[src/shared/dbu_pkg.sv]
// Operation
// - full transmit word is 9 bits; top bit sent as ninth bit in extended mode
// - short transmit word holds 8 bits, never supplies a ninth bit
// - any write to either transmit word sets tx_in_progress (bit 7); code skips a write whose s_axi_wstrb[1:0] are both zero
// - frame end sets tx_done_irq and clears tx_in_progress together
// - parity mismatch on a received character sets parity_err_flag (bit 2)
// - missing stop bit sets framing_err_flag (bit 1)
// - reception done with buffer unread sets overrun_err_flag, buffer overwritten
// - with reception enabled, any error flag set raises rx_error_irq
// - with reception enabled, each buffer load raises rx_done_irq
// - each whole transmitted frame raises tx_done_irq
// - any change of the clear-to-send input raises cts_change_irq (bit 3)
// - interrupt flags clear only by writing one; zero leaves them
// - baud_count_enable (bit 7) runs or stops the baud generator
// - baud_code selects 1200 to 115200 bps; 4800 taken as code 010
// - reserved bits read as zero; software writes zero
// - frame sent lsb first after start bit; start, parity, stop added
// - error flags clear on buffer read or on next received character
// - dropping rx_enable mid-frame stops reception, no flags or interrupts
// - ninth bit applies only when parity_select is 00
package dbu_pkg;
  // register indices; byte address is four times the index
  localparam logic [31:0] IDX_TX_WIDE = 32'h0B0001AC;
  localparam logic [31:0] IDX_TX_BYTE = 32'h0B0001AE;
  localparam logic [31:0] IDX_LINE_STATUS = 32'h0B0001B0;
  localparam logic [31:0] IDX_IRQ_FLAGS = 32'h0B0001B2;
  localparam logic [31:0] IDX_BAUD = 32'h0B0001B6;
  localparam logic [31:0] IDX_MODE = 32'h0B0001C0;
  localparam logic [31:0] IDX_RX_BUF = 32'h0B0001C2;
  localparam logic [31:0] ADDR_TX_WIDE = IDX_TX_WIDE << 2;
  localparam logic [31:0] ADDR_TX_BYTE = IDX_TX_BYTE << 2;
  localparam logic [31:0] ADDR_LINE_STATUS = IDX_LINE_STATUS << 2;
  localparam logic [31:0] ADDR_IRQ_FLAGS = IDX_IRQ_FLAGS << 2;
  localparam logic [31:0] ADDR_BAUD = IDX_BAUD << 2;
  localparam logic [31:0] ADDR_MODE = IDX_MODE << 2;
  localparam logic [31:0] ADDR_RX_BUF = IDX_RX_BUF << 2;
  // reset values
  localparam logic [8:0] TX_WIDE_RST = 9'h1FF;
  localparam logic [7:0] TX_BYTE_RST = 8'hFF;
  // field positions
  localparam int LS_SOT = 7;
  localparam int IRQ_CTS = 3;
  localparam int IRQ_RXERR = 2;
  localparam int IRQ_RXDONE = 1;
  localparam int IRQ_TXDONE = 0;
  localparam int BAUD_EN = 7;
  localparam int MODE_RXE = 6;
  localparam int MODE_PS = 4;
  localparam int MODE_EBS = 0;
  // parity select codes
  localparam logic [1:0] PS_NONE = 2'h0;
  localparam logic [1:0] PS_ZERO = 2'h1;
  localparam logic [1:0] PS_ODD = 2'h2;
  localparam logic [1:0] PS_EVEN = 2'h3;
  // timing
  localparam int CLK_HZ = 200_000_000;
  localparam int OVERSAMPLE = 16;
  localparam logic [3:0] SUB_LAST = 4'hF;
  localparam logic [3:0] SUB_HALF = 4'h7;
  localparam int unsigned BAUD_BPS [8] = '{1200, 2400, 4800, 9600, 19200, 38400, 57600, 115200};
  // bus answers
  localparam logic [1:0] RESP_OKAY = 2'h0;
  localparam logic [1:0] RESP_SLVERR = 2'h2;
endpackage

[src/rtl/dbu_top.sv]
// Added by the designer: the AXI4-Lite slave port.
`timescale 1ns/10ps
module dbu_top (
  input wire logic aclk,
  input wire logic aresetn,
  input wire logic [31:0] s_axi_awaddr,
  input wire logic [2:0] s_axi_awprot,
  input wire logic s_axi_awvalid,
  output logic s_axi_awready,
  input wire logic [31:0] s_axi_wdata,
  input wire logic [3:0] s_axi_wstrb,
  input wire logic s_axi_wvalid,
  output logic s_axi_wready,
  output logic [1:0] s_axi_bresp,
  output logic s_axi_bvalid,
  input wire logic s_axi_bready,
  input wire logic [31:0] s_axi_araddr,
  input wire logic [2:0] s_axi_arprot,
  input wire logic s_axi_arvalid,
  output logic s_axi_arready,
  output logic [31:0] s_axi_rdata,
  output logic [1:0] s_axi_rresp,
  output logic s_axi_rvalid,
  input wire logic s_axi_rready,
  output logic serial_tx_pin,
  input wire logic serial_rx_pin,
  input wire logic cts_n,
  output logic rts_n
);
  import dbu_pkg::*;

  typedef enum logic [4:0] {
    T_IDLE = 5'h01,
    T_START = 5'h02,
    T_DATA = 5'h04,
    T_PAR = 5'h08,
    T_STOP = 5'h10
  } dbu_tx_e;

  typedef enum logic [4:0] {
    R_IDLE = 5'h01,
    R_START = 5'h02,
    R_DATA = 5'h04,
    R_PAR = 5'h08,
    R_STOP = 5'h10
  } dbu_rx_e;

  typedef struct packed {
    logic awready;
    logic wready;
    logic bvalid;
    logic [1:0] bresp;
    logic arready;
    logic rvalid;
    logic [1:0] rresp;
    logic [15:0] rdata;
    logic [31:0] awa;
    logic [15:0] wd;
    logic [15:0] wm;
    logic [8:0] txw;
    logic [7:0] txb;
    logic sot;
    logic pe;
    logic fe;
    logic ove;
    logic [3:0] irq;
    logic brce;
    logic [2:0] bcode;
    logic rxe;
    logic [1:0] ps;
    logic ebs;
    logic [8:0] rxbuf;
    logic rxfull;
    logic [15:0] bcnt;
    logic tick;
    dbu_tx_e tst;
    logic [3:0] tsub;
    logic [3:0] tbit;
    logic [8:0] tsh;
    logic tpar;
    logic txd;
    dbu_rx_e rst;
    logic [3:0] rsub;
    logic [3:0] rbit;
    logic [8:0] rsh;
    logic rpar;
    logic cts_q;
    logic rtsn;
  } dbu_state_s;

  dbu_state_s s;
  dbu_state_s next_s;

  // outputs straight from the state register
  assign s_axi_awready = s.awready;
  assign s_axi_wready = s.wready;
  assign s_axi_bvalid = s.bvalid;
  assign s_axi_bresp = s.bresp;
  assign s_axi_arready = s.arready;
  assign s_axi_rvalid = s.rvalid;
  assign s_axi_rresp = s.rresp;
  assign s_axi_rdata = {16'h0000, s.rdata};
  assign serial_tx_pin = s.txd;
  assign rts_n = s.rtsn;

  // next state of the whole block
  always_comb begin
    logic wr_go;
    logic wr_tx;
    logic wr_wide;
    logic ninth;
    logic [3:0] nb;
    logic [15:0] div;
    logic [15:0] wv;
    logic [8:0] rdat;
    logic perr;
    wr_go = 1'h0;
    wr_tx = 1'h0;
    wr_wide = 1'h0;
    rdat = 9'h000;
    perr = 1'h0;
    next_s = s;
    ninth = s.ebs && (s.ps == PS_NONE);
    nb = ninth ? 4'h9 : 4'h8;
    div = 16'(CLK_HZ / (OVERSAMPLE * BAUD_BPS[s.bcode]) - 1);
    wv = s.wd & s.wm;

    // baud tick at sixteen times the bit rate
    if (!s.brce) begin
      next_s.bcnt = 16'h0000;
      next_s.tick = 1'h0;
    end else if (s.bcnt >= div) begin
      next_s.bcnt = 16'h0000;
      next_s.tick = 1'h1;
    end else begin
      next_s.bcnt = s.bcnt + 16'h0001;
      next_s.tick = 1'h0;
    end

    // write channel: address and data taken in either order
    if (s.awready && s_axi_awvalid) begin
      next_s.awready = 1'h0;
      next_s.awa = s_axi_awaddr;
    end
    if (s.wready && s_axi_wvalid) begin
      next_s.wready = 1'h0;
      next_s.wd = s_axi_wdata[15:0];
      next_s.wm = {{8{s_axi_wstrb[1]}}, {8{s_axi_wstrb[0]}}};
    end
    if (s.bvalid && s_axi_bready) begin
      next_s.bvalid = 1'h0;
      next_s.awready = 1'h1;
      next_s.wready = 1'h1;
    end
    wr_go = !s.awready && !s.wready && !s.bvalid;

    // register writes; reserved and read-only bits are dropped
    if (wr_go) begin
      next_s.bvalid = 1'h1;
      next_s.bresp = RESP_OKAY;
      case (s.awa)
        ADDR_TX_WIDE: begin
          next_s.txw = (s.txw & ~s.wm[8:0]) | wv[8:0];
          wr_tx = |s.wm;
          wr_wide = 1'h1;
        end
        ADDR_TX_BYTE: begin
          next_s.txb = (s.txb & ~s.wm[7:0]) | wv[7:0];
          wr_tx = |s.wm;
        end
        ADDR_IRQ_FLAGS: next_s.irq = s.irq & ~wv[3:0];
        ADDR_BAUD: begin
          if (s.wm[0]) begin
            next_s.brce = s.wd[BAUD_EN];
            next_s.bcode = s.wd[2:0];
          end
        end
        ADDR_MODE: begin
          if (s.wm[0]) begin
            next_s.rxe = s.wd[MODE_RXE];
            next_s.ps = s.wd[MODE_PS+:2];
            next_s.ebs = s.wd[MODE_EBS];
          end
        end
        ADDR_LINE_STATUS, ADDR_RX_BUF: ;
        default: next_s.bresp = RESP_SLVERR;
      endcase
    end

    // read channel; reserved bits read as zero
    if (s.rvalid && s_axi_rready) begin
      next_s.rvalid = 1'h0;
      next_s.arready = 1'h1;
    end
    if (s.arready && s_axi_arvalid) begin
      next_s.arready = 1'h0;
      next_s.rvalid = 1'h1;
      next_s.rresp = RESP_OKAY;
      next_s.rdata = 16'h0000;
      case (s_axi_araddr)
        ADDR_TX_WIDE: next_s.rdata[8:0] = s.txw;
        ADDR_TX_BYTE: next_s.rdata[7:0] = s.txb;
        ADDR_LINE_STATUS: next_s.rdata[7:0] = {s.sot, 4'h0, s.pe, s.fe, s.ove};
        ADDR_IRQ_FLAGS: next_s.rdata[3:0] = s.irq;
        ADDR_BAUD: next_s.rdata[7:0] = {s.brce, 4'h0, s.bcode};
        ADDR_MODE: next_s.rdata[7:0] = {1'h0, s.rxe, s.ps, 3'h0, s.ebs};
        ADDR_RX_BUF: begin
          next_s.rdata[8:0] = s.rxbuf;
          next_s.rxfull = 1'h0;
          next_s.pe = 1'h0;
          next_s.fe = 1'h0;
          next_s.ove = 1'h0;
        end
        default: next_s.rresp = RESP_SLVERR;
      endcase
    end

    // transmitter, one bit per sixteen ticks, lsb first
    if (s.tick) begin
      next_s.tsub = s.tsub + 4'h1;
    end
    case (s.tst)
      T_IDLE: next_s.tsub = 4'h0;
      T_START: begin
        if (s.tick && s.tsub == SUB_LAST) begin
          next_s.tst = T_DATA;
        end
      end
      T_DATA: begin
        if (s.tick && s.tsub == SUB_LAST) begin
          next_s.tsh = s.tsh >> 1;
          next_s.tbit = s.tbit + 4'h1;
          if (s.tbit == nb - 4'h1) begin
            next_s.tst = (s.ps == PS_NONE) ? T_STOP : T_PAR;
          end
        end
      end
      T_PAR: begin
        if (s.tick && s.tsub == SUB_LAST) begin
          next_s.tst = T_STOP;
        end
      end
      T_STOP: begin
        if (s.tick && s.tsub == SUB_LAST) begin
          next_s.tst = T_IDLE;
          next_s.sot = 1'h0;
          next_s.irq[IRQ_TXDONE] = 1'h1;
        end
      end
      default: next_s.tst = T_IDLE;
    endcase

    // receiver, sampling mid-bit from the sixteen-tick counter
    if (s.tick) begin
      next_s.rsub = s.rsub + 4'h1;
    end
    rdat = ninth ? s.rsh : {1'h0, s.rsh[8:1]};
    case (s.ps)
      PS_ODD: perr = (^rdat[7:0]) == s.rpar;
      PS_EVEN: perr = (^rdat[7:0]) != s.rpar;
      default: perr = 1'h0;
    endcase
    case (s.rst)
      R_IDLE: begin
        next_s.rsub = 4'h0;
        next_s.rbit = 4'h0;
        if (!serial_rx_pin) begin
          next_s.rst = R_START;
        end
      end
      R_START: begin
        if (s.tick && s.rsub == SUB_HALF) begin
          next_s.rsub = 4'h0;
          next_s.rst = serial_rx_pin ? R_IDLE : R_DATA;
        end
      end
      R_DATA: begin
        if (s.tick && s.rsub == SUB_LAST) begin
          next_s.rsh = {serial_rx_pin, s.rsh[8:1]};
          next_s.rbit = s.rbit + 4'h1;
          if (s.rbit == nb - 4'h1) begin
            next_s.rst = s.ps[1] ? R_PAR : R_STOP;
          end
        end
      end
      R_PAR: begin
        if (s.tick && s.rsub == SUB_LAST) begin
          next_s.rpar = serial_rx_pin;
          next_s.rst = R_STOP;
        end
      end
      R_STOP: begin
        if (s.tick && s.rsub == SUB_LAST && s.rxe) begin
          next_s.rst = R_IDLE;
          next_s.rxbuf = rdat;
          next_s.rxfull = 1'h1;
          next_s.pe = perr;
          next_s.fe = !serial_rx_pin;
          next_s.ove = s.rxfull;
          next_s.irq[IRQ_RXDONE] = 1'h1;
          if (perr || !serial_rx_pin || s.rxfull) begin
            next_s.irq[IRQ_RXERR] = 1'h1;
          end
        end
      end
      default: next_s.rst = R_IDLE;
    endcase
    if (!s.rxe) begin
      next_s.rst = R_IDLE;
    end
    next_s.rtsn = !next_s.rxe;

    // flow-control input change
    next_s.cts_q = cts_n;
    if (cts_n != s.cts_q) begin
      next_s.irq[IRQ_CTS] = 1'h1;
    end

    // transmit start wins over a same-cycle frame end
    if (wr_tx) begin
      next_s.sot = 1'h1;
      if (next_s.tst == T_IDLE) begin
        next_s.tst = T_START;
        next_s.tsub = 4'h0;
        next_s.tbit = 4'h0;
        if (wr_wide) begin
          next_s.tsh = ninth ? next_s.txw : {1'h0, next_s.txw[7:0]};
        end else begin
          next_s.tsh = {1'h0, next_s.txb};
        end
        case (s.ps)
          PS_ODD: next_s.tpar = ~^next_s.tsh[7:0];
          PS_EVEN: next_s.tpar = ^next_s.tsh[7:0];
          default: next_s.tpar = 1'h0;
        endcase
      end
    end

    // serial line level from the next transmit state
    case (next_s.tst)
      T_START: next_s.txd = 1'h0;
      T_DATA: next_s.txd = next_s.tsh[0];
      T_PAR: next_s.txd = next_s.tpar;
      default: next_s.txd = 1'h1;
    endcase
  end

  // state register with synchronous reset
  always_ff @(posedge aclk) begin
    if (!aresetn) begin
      s <= '0;
      s.awready <= 1'h1;
      s.wready <= 1'h1;
      s.arready <= 1'h1;
      s.txw <= TX_WIDE_RST;
      s.txb <= TX_BYTE_RST;
      s.tst <= T_IDLE;
      s.rst <= R_IDLE;
      s.txd <= 1'h1;
      s.cts_q <= 1'h1;
      s.rtsn <= 1'h1;
    end else begin
      s <= next_s;
    end
  end
endmodule

[config.mk]
export PLATFORM = sky130hd
export DESIGN_NAME = dbu_top
export DESIGN_NICKNAME = d
export VERILOG_FILES = /design/src/shared/dbu_pkg.sv /design/src/rtl/dbu_top.sv
export SDC_FILE = /design/constraint.sdc
export NUM_CORES = 1
export LEC_CHECK = 0
export BUFFER_PORTS_ARGS = -buffer_cell sky130_fd_sc_hd__buf_2
export CAP_MARGIN = 20
export CORE_MARGIN = 5
export CORE_UTILIZATION = 40
export DETAILED_ROUTE_END_ITERATION = 7
export GPL_TIMING_DRIVEN = 1
export PLACE_DENSITY_LB_ADDON = 0.08
export SLEW_MARGIN = 40
export SYNTH_ARGS = -nofsm -noshare
export SYNTH_HDL_FRONTEND = slang
export SYNTH_SLANG_ARGS = --single-unit
[constraint.sdc]
create_clock -name aclk -period 133.5 [get_ports aclk]
set_input_delay 6.675 -clock aclk [delete_from_list [all_inputs] [get_ports aclk]]
set_output_delay 6.675 -clock aclk [all_outputs]
set_load 0.02 [all_outputs]
==> results of run 1 <==
[power breakdown]
part           total [mW]  internal, mW  switching, mW
clock              0.0500        0.0295         0.0205
sequential         0.0521        0.0512       0.000893
combinational     0.00820       0.00298        0.00521
total               0.110        0.0836         0.0266
[path summary, 6_finish.rpt]
kind	from	end	slack [ns]	cells past startpoint
setup / recovery	s[80]	s[64]	82.48	208
hold / removal	s[143]	s[143]	0.45	2
setup reg to reg	s[80]	s[64]	82.48	208
hold reg to reg	s[143]	s[143]	0.45	2
[through the flow]
stage                     hold slack [ns]  instances
after floorplan                     0.426       2911
after global placement              0.439       3576
after detailed placement            0.447       3577
after CTS                           0.456       3609
after global routing                0.473       3609
final                               0.454       3609
[layout make-up]
type	count	area, sq um	share of cell area
clock inverters	11	148	0.00655
clock buffers	21	440	0.0195
multi-input cells	2504	16600	0.737
well taps	680	851	0.0378
inverters	84	315	0.0140
repair buffers	141	810	0.0359
flip-flops and latches	168	3370	0.149
[cell usage in the layout (no fill, tap or decap), types with 25 or more instances in the layout]
cell type    n
nand2_1    361
dfxtp_1    166
a31oi_1     31
xnor2_1    103
and3_1      31
nor2_1     299
xor2_1      52
or3_1       26
nor2b_1     40
mux2_2      30
mux2i_1     51
conb_1      27
a21boi_0    32
inv_1       70
nand4_1     27
a21oi_1    259
nand2b_1    56
a211oi_1    33
a21o_1      81
o21a_1      25
o21ai_0    138
a22oi_1     25
buf_2      101
ha_1       202
buf_4       39
nand3_1     88
o211ai_1    29
and2_1      34
nor3_1      54
[worst min-delay path: cells and delay by family (launching register included)]
family / cells / cell delay (ns)
AO/OA/AOI/OAI: 1 / 0.05
AND/OR/NAND/NOR: 1 / 0.05
flip-flops: 1 / 0.31
[synthesized netlist by cell type (all sizes together) (32+ instances only)]
cell,instances
buf,69
nor2b,40
mux2,34
nor2,300
o21ai,157
nor4,32
xor2,52
xnor2,104
a21oi,261
a211oi,35
inv,79
ha,202
nand2,363
nor3,56
and2,37
o211ai,34
a21o,81
mux2i,53
nand3,88
clkbuf,86
dfxtp,168
nand2b,56
a21boi,35
[cell families (layout without fill, tap and decap cells)]
family / count (synthesis) / count (layout) / synth area share
other cells: 1 / 27 / 0.000179
flops: 168 / 168 / 0.161
buf+inv: 239 / 257 / 0.0521
simple gates: 1140 / 1140 / 0.265
mux: 87 / 87 / 0.0446
compound gates: 891 / 891 / 0.289
fa+ha+maj: 202 / 202 / 0.121
xor+xnor: 157 / 157 / 0.0665
[per-layer routing]
metal,up-vias,wire [microns],track usage
li1,10600,-,-
met1,10200,32400,0.313
met2,636,35100,0.435
met3,114,3300,0.0230
met4,0,2100,0.0734
met5,-,0,0
==> out/qor.json, run 1 <==
{
  "outcome": {
    "run_status": "completed"
  },
  "setup_path": {
    "max_stage_delay_ns": 0.89,
    "crit_top_cell": "a21oi_1",
    "critPathLaunchType": "flip-flop",
    "required_ns": 133.85,
    "end_kind": "flip-flop",
    "worst_ep_arrival_time_ns": 51.37,
    "crit_family": "compound AO/OA/AOI/OAI gates",
    "worstPathBufferInverterCount": 13,
    "crit_type": "flip-flop to flip-flop",
    "cp_slowest_cell": "nor4_2",
    "crit_fanout": 32
  },
  "floorplanning": {
    "num_io_pins": 158,
    "dieHeight_microns": 239,
    "starting_density_of_the_core": 0.406,
    "core-area_sq_um": 51500,
    "die_width_microns": 239,
    "standard_cell_row_count": 83,
    "design.die.area_sq_um": 56900
  },
  "sta": {
    "period_share": 0.382,
    "achievable_clock_frequency_mhz": 19.6,
    "max_slew_margin": 0.364,
    "setup_total_neg_slack_ns": 0,
    "timing_hold_violations_final": 0,
    "clock-skew-final_ns": 0.00908,
    "worst_pin_slew_ns": 0.945,
    "post-route-worst-setup-slack_ns": 82.48,
    "min_tclk_post_route_ns": 51.02,
    "finalMaxSlewViolations": 0,
    "setup_viol_count_final": 0,
    "grt_setup_unrepaired": "false"
  },
  "finish": {
    "insertedDiodeCount": 0,
    "utilization": 0.437,
    "final_design_area_no_fill_sq_um": 22500,
    "final_net_count": 3233,
    "p_r_area_growth_vs_syn_pct": 7.84,
    "largest_register_ffs": 150,
    "fillers": 5429,
    "regMostFlops": "s",
    "layout-drive-gt1-share": 0.0997
  },
  "place": {
    "buffer_ports.inserted": 101,
    "placed_area_sq_um": 21900,
    "final_weighted_congestion_in_routability_driven_placement": 0.903,
    "post-place-ws_ns": 83.14,
    "dp_hpwl_mm": 55.1
  },
  "logic_synthesis": {
    "synth-edff-count": 0,
    "synth-async-reset-ratio": 0,
    "yosys.area.top_type": "dfxtp_1",
    "synth_ff_type": "dfxtp_1",
    "synth_top_area_frac": 0.161,
    "synth_warnings": 0,
    "ys_types": 122,
    "synth.yosys.seq_area_share": 0.161,
    "synthCells": 2885,
    "synth.top_cells.by_area": "dfxtp_1, ha_1, nand2_1",
    "post_synth.cell_area_avg_sq_um": 7.24,
    "syn_area_sq_um": 20900,
    "yosys_register_bits": 168
  },
  "routing": {
    "post-route-drc-count": 0,
    "first_iter_violations": 1454,
    "drt-pass1-iter-count": 5,
    "ant_nets": 0,
    "drt-total-wl_mm": 72.9,
    "routed_via_density": 5.97,
    "vias_after_detailed_routing": 21500,
    "wire_per_inst_microns": 20.2
  },
  "global_routing": {
    "overall_routing_resource_usage": 0.244,
    "antenna_found_initial": 0,
    "grt_pass1_wl_mm": 113,
    "number_of_global_route_vias_before_repair": 20600,
    "grt_overflow": 0,
    "largest_net_degree_at_the_start_of_global_routing": 78
  },
  "clocking": {
    "clock_tree_from_tritoncts": "yes",
    "post-cts-setup-buffer-count": 0,
    "clkSlewWorstSetupHoldPaths_ns": 0.06,
    "root_buffer": "clkbuf_16",
    "number_of_gates_resized_after_cts": 0,
    "cts_buffer_depth": 2,
    "clock_insertion_delay_worst_skew_ns": 0.44,
    "cts_hold_buffers": 0,
    "numClockSinks": 168,
    "cts-htree-levels": 4,
    "numCtsBuffers": 17
  },
  "pwr": {
    "vdd_ir_drop_max_mv": 0.0103,
    "p_per_area_nw_per_um2": 4.89,
    "totalPowerFinal_mw": 0.110,
    "cellLeakagePower_nw": 9.59
  },
  "job": {
    "max_cap_viol_count": 0
  },
  "min_path": {
    "hp-class": "flip-flop to flip-flop"
  }
}
No activity file was read; power rests on OpenSTA's default activity.
==> run 2: changes to the inputs <==
Clock period 133.5 ns to 51.5 ns, I/O delays scaled along.
==> run 2 against run 1 <==
Clock-buffer cell count down 4. Critical path type unchanged. Clock skew down 0.0010 ns. Non-clock buffer count up 6. Utilization up 0.092 points. Register-to-register slack worse by 79 ns. Power rose to 2.5 times the previous value. Clock power up 140%. Die area unchanged. Combinational power rose to 2.6 times the previous value. Highest routed layer unchanged. Critical path depth up 3.
==> out/qor.json, run 2 (synthesis gave the netlist of run 1 again) <==
{
  "outcome": {
    "run_status": {"value": "completed", "change": "unchanged"}
  },
  "sta": {
    "min_tclk_post_route": {"value": 47.96, "unit": "ns", "change": "was 51.02 ns"},
    "worst_pin_slew": {"value": 0.894, "unit": "ns", "change": "was 0.945 ns"},
    "grt_setup_unrepaired": {"value": "false", "change": "unchanged"},
    "setup_viol_count_final": {"value": 0, "change": "unchanged"},
    "clock-skew-final": {"value": 0.00805, "unit": "ns", "change": "was 0.00908 ns"},
    "period_share": {"value": 0.931, "change": "was 0.382"},
    "finalMaxSlewViolations": {"value": 0, "change": "unchanged"},
    "timing_hold_violations_final": {"value": 0, "change": "unchanged"},
    "achievable_clock_frequency": {"value": 20.9, "unit": "MHz", "change": "was 19.6 MHz"},
    "setup_total_neg_slack": {"value": 0, "unit": "ns", "change": "unchanged"},
    "max_slew_margin": {"value": 0.399, "change": "was 0.364"}
  },
  "setup_path": {
    "r2r_setup_slack": {"value": 3.54, "unit": "ns", "change": "was 82.48 ns"},
    "crit_top_cell": {"value": "a21oi_1", "change": "unchanged"},
    "end_kind": {"value": "flip-flop", "change": "unchanged"},
    "r2r_cells": {"value": 211, "change": "was 208"},
    "crit_fanout": {"value": 32, "change": "unchanged"},
    "max_stage_delay": {"value": 0.56, "unit": "ns", "change": "was 0.89 ns"},
    "worst_ep_arrival_time": {"value": 48.33, "unit": "ns", "change": "was 51.37 ns"},
    "critPathLaunchType": {"value": "flip-flop", "change": "unchanged"},
    "cp_slowest_cell": {"value": "or4_4", "change": "was nor4_2"},
    "critical_path.reg2reg.endpoint": {"value": "s[55]", "change": "was s[64]"},
    "required": {"value": 51.87, "unit": "ns", "change": "was 133.85 ns"},
    "rr_startpoint": {"value": "s[80]", "change": "unchanged"},
    "crit_type": {"value": "flip-flop to flip-flop", "change": "unchanged"}
  },
  "clocking": {
    "numClockSinks": {"value": 168, "change": "unchanged"},
    "clkSlewWorstSetupHoldPaths": {"value": 0.07, "unit": "ns", "change": "was 0.06 ns"},
    "cts-htree-levels": {"value": 4, "change": "unchanged"},
    "cts_hold_buffers": {"value": 0, "change": "unchanged"},
    "root_buffer": {"value": "clkbuf_16", "change": "unchanged"},
    "clock_insertion_delay_worst_skew": {"value": 0.43, "unit": "ns", "change": "was 0.44 ns"},
    "numCtsBuffers": {"value": 17, "change": "unchanged"},
    "cts_buffer_depth": {"value": 2, "change": "unchanged"},
    "clock_tree_from_tritoncts": {"value": "yes", "change": "unchanged"}
  },
  "finish": {
    "final_net_count": {"value": 3239, "change": "was 3233"},
    "p_r_area_growth_vs_syn": {"value": 8.07, "unit": "%", "change": "was 7.84%"},
    "area.sequential": {"value": 3370, "unit": "sq um", "change": "unchanged"},
    "final_common_cell": {"value": "nand2_1", "change": "unchanged"},
    "regMostFlops": {"value": "s", "change": "unchanged"},
    "insertedDiodeCount": {"value": 0, "change": "unchanged"},
    "fillers": {"value": 5393, "change": "was 5429"},
    "largest_register_ffs": {"value": 150, "change": "unchanged"},
    "multi_input_comb_area": {"value": 16600, "unit": "sq um", "change": "about the same"},
    "final_cells": {"value": 3615, "change": "was 3609"},
    "layout.cells.most_common_list": {"value": "nand2_1, nor2_1, a21oi_1, ha_1, dfxtp_1", "change": "unchanged"},
    "layout-drive-gt1-share": {"value": 0.105, "change": "was 0.0997"}
  },
  "place": {
    "placedCellCount": {"value": 3583, "change": "was 3577"},
    "dp_hpwl": {"value": 55.3, "unit": "mm", "change": "was 55.1 mm"},
    "buffer_ports.inserted": {"value": 101, "change": "unchanged"},
    "final_weighted_congestion_in_routability_driven_placement": {"value": 0.898, "change": "was 0.903"}
  },
  "global_routing": {
    "grt_overflow": {"value": 0, "change": "unchanged"},
    "grt_pass1_wl": {"value": 112, "unit": "mm", "change": "was 113 mm"},
    "number_of_global_route_vias_before_repair": {"value": 20600, "change": "about the same"},
    "antenna_found_initial": {"value": 0, "change": "unchanged"},
    "largest_net_degree_at_the_start_of_global_routing": {"value": 78, "change": "unchanged"},
    "overall_routing_resource_usage": {"value": 0.243, "change": "was 0.244"}
  },
  "min_path": {
    "min_to": {"value": "s[50]", "change": "was s[143]"},
    "hp-class": {"value": "flip-flop to flip-flop", "change": "unchanged"},
    "hold_start": {"value": "s[50]", "change": "was s[143]"},
    "hold-path-cell-count": {"value": 1, "change": "was 2"}
  },
  "routing": {
    "post-route-drc-count": {"value": 0, "change": "unchanged"},
    "wire_per_inst": {"value": 20.1, "unit": "microns", "change": "was 20.2 microns"},
    "first_iter_violations": {"value": 1648, "change": "was 1454"},
    "routed_via_density": {"value": 5.96, "change": "was 5.97"},
    "ant_nets": {"value": 0, "change": "unchanged"},
    "drt-pass1-iter-count": {"value": 5, "change": "unchanged"},
    "drt-total-wl": {"value": 72.5, "unit": "mm", "change": "was 72.9 mm"},
    "vias_after_detailed_routing": {"value": 21600, "change": "was 21500"}
  },
  "floorplanning": {
    "design.die.area": {"value": 56900, "unit": "sq um", "change": "unchanged"},
    "starting_density_of_the_core": {"value": 0.406, "change": "unchanged"},
    "standard_cell_row_count": {"value": 83, "change": "unchanged"},
    "core-area": {"value": 51500, "unit": "sq um", "change": "unchanged"},
    "num_io_pins": {"value": 158, "change": "unchanged"},
    "dieHeight": {"value": 239, "unit": "microns", "change": "unchanged"},
    "die_width": {"value": 239, "unit": "microns", "change": "unchanged"}
  },
  "pwr": {
    "power.net_switching": {"value": 0.0724, "unit": "mW", "change": "was 0.0266 mW"},
    "power_switching_share": {"value": 0.262, "change": "was 0.241"},
    "vdd_ir_drop_max": {"value": 0.0268, "unit": "mV", "change": "was 0.0103 mV"},
    "p_per_area": {"value": 12.2, "unit": "nW/um^2", "change": "was 4.89 nW/um^2"},
    "clkPwrFrac": {"value": 0.433, "change": "was 0.453"},
    "intPower": {"value": 0.203, "unit": "mW", "change": "was 0.0836 mW"},
    "cellLeakagePower": {"value": 9.62, "unit": "nW", "change": "was 9.59 nW"},
    "comb_power_share": {"value": 0.078, "change": "was 0.074"},
    "share_seq_of_total_power": {"value": 0.489, "change": "was 0.472"}
  },
  "job": {
    "max_cap_viol_count": {"value": 0, "change": "unchanged"}
  }
}
-- run 2: cell types whose count changed in the layout (fill, tap and decap cells not counted), moves of 3 or more --
cell and delta:
buf_4 +6, bufinv_16 -3, clkinv_4 +3, clkbuf_1 -4, inv_6 +3
-- run 2: worst max-delay path by stage --
stage | end | cells past startpoint | start
2_1_floorplan | s[58] | 229 | s[81]
3_3_place_gp | s[53] | 210 | s[80]
3_5_place_dp | s[55] | 210 | s[80]
4_1_cts | s[55] | 210 | s[80]
5_1_grt | s[55] | 211 | s[80]
6_report | s[55] | 211 | s[80]
-- run 2: worst max-delay path, delay by kind of cell (launching register included) --
kind	cells	cell delay, ns
AND/OR/NAND/NOR	73	13.25
AO/OA/AOI/OAI	92	20.55
buffers and inverters	16	3.39
XOR/XNOR	3	0.76
adder cells (fa/ha/maj)	23	7.96
flip-flops	1	0.38
multiplexers	4	1.43
-- run 2: repair_timing --
item,CTS,global route
gates resized for setup,0,9
endpoints found under the setup margin,0,17
buffers inserted,0,0
-- run 2: power groups by stage --
| stage | registers (mW) | clock network [mW] | logic [mW] |
|---|---|---|---|
| floorplan | 0.137 | 0 | 0.0148 |
| global placement | 0.138 | 0 | 0.0211 |
| detailed placement | 0.138 | 0 | 0.0214 |
| CTS | 0.135 | 0.123 | 0.0215 |
| global route | 0.135 | 0.129 | 0.0240 |
| finish | 0.135 | 0.119 | 0.0215 |
-- run 2: layer usage --
| layer | vias to the layer above | routed length (microns) | track usage |
|---|---|---|---|
| li1 | 10600 | - | - |
| met4 | 0 | 2150 | 0.0741 |
| met2 | 608 | 34800 | 0.425 |
| met3 | 112 | 3740 | 0.0306 |
| met5 | - | 0 | 0 |
| met1 | 10200 | 31800 | 0.313 |
-- run 2: through the flow --
step / instance area (sq um) / setup WS (ns) / power, mW / utilization / hold WS, ns
global route: 22600 / 0.0762 / 0.288 / 0.438 / 0.472
global placement: 21900 / 3.42 / 0.159 / 0.426 / 0.439
finish: 22600 / 3.54 / 0.276 / 0.438 / 0.458
CTS: 22500 / 3.11 / 0.280 / 0.437 / 0.456
detailed placement: 22000 / 3.30 / 0.159 / 0.427 / 0.447
floorplan: 21000 / 9.07 / 0.152 / - / 0.426
-- run 2: area by class of cell --
class,count,area share
sequential,168,0.149
timing repair buffer,147,0.0378
inverter,84,0.0141
tap,680,0.0377
clock inverter,15,0.00549
clock buffer,17,0.0188
multi-input combinational,2504,0.737
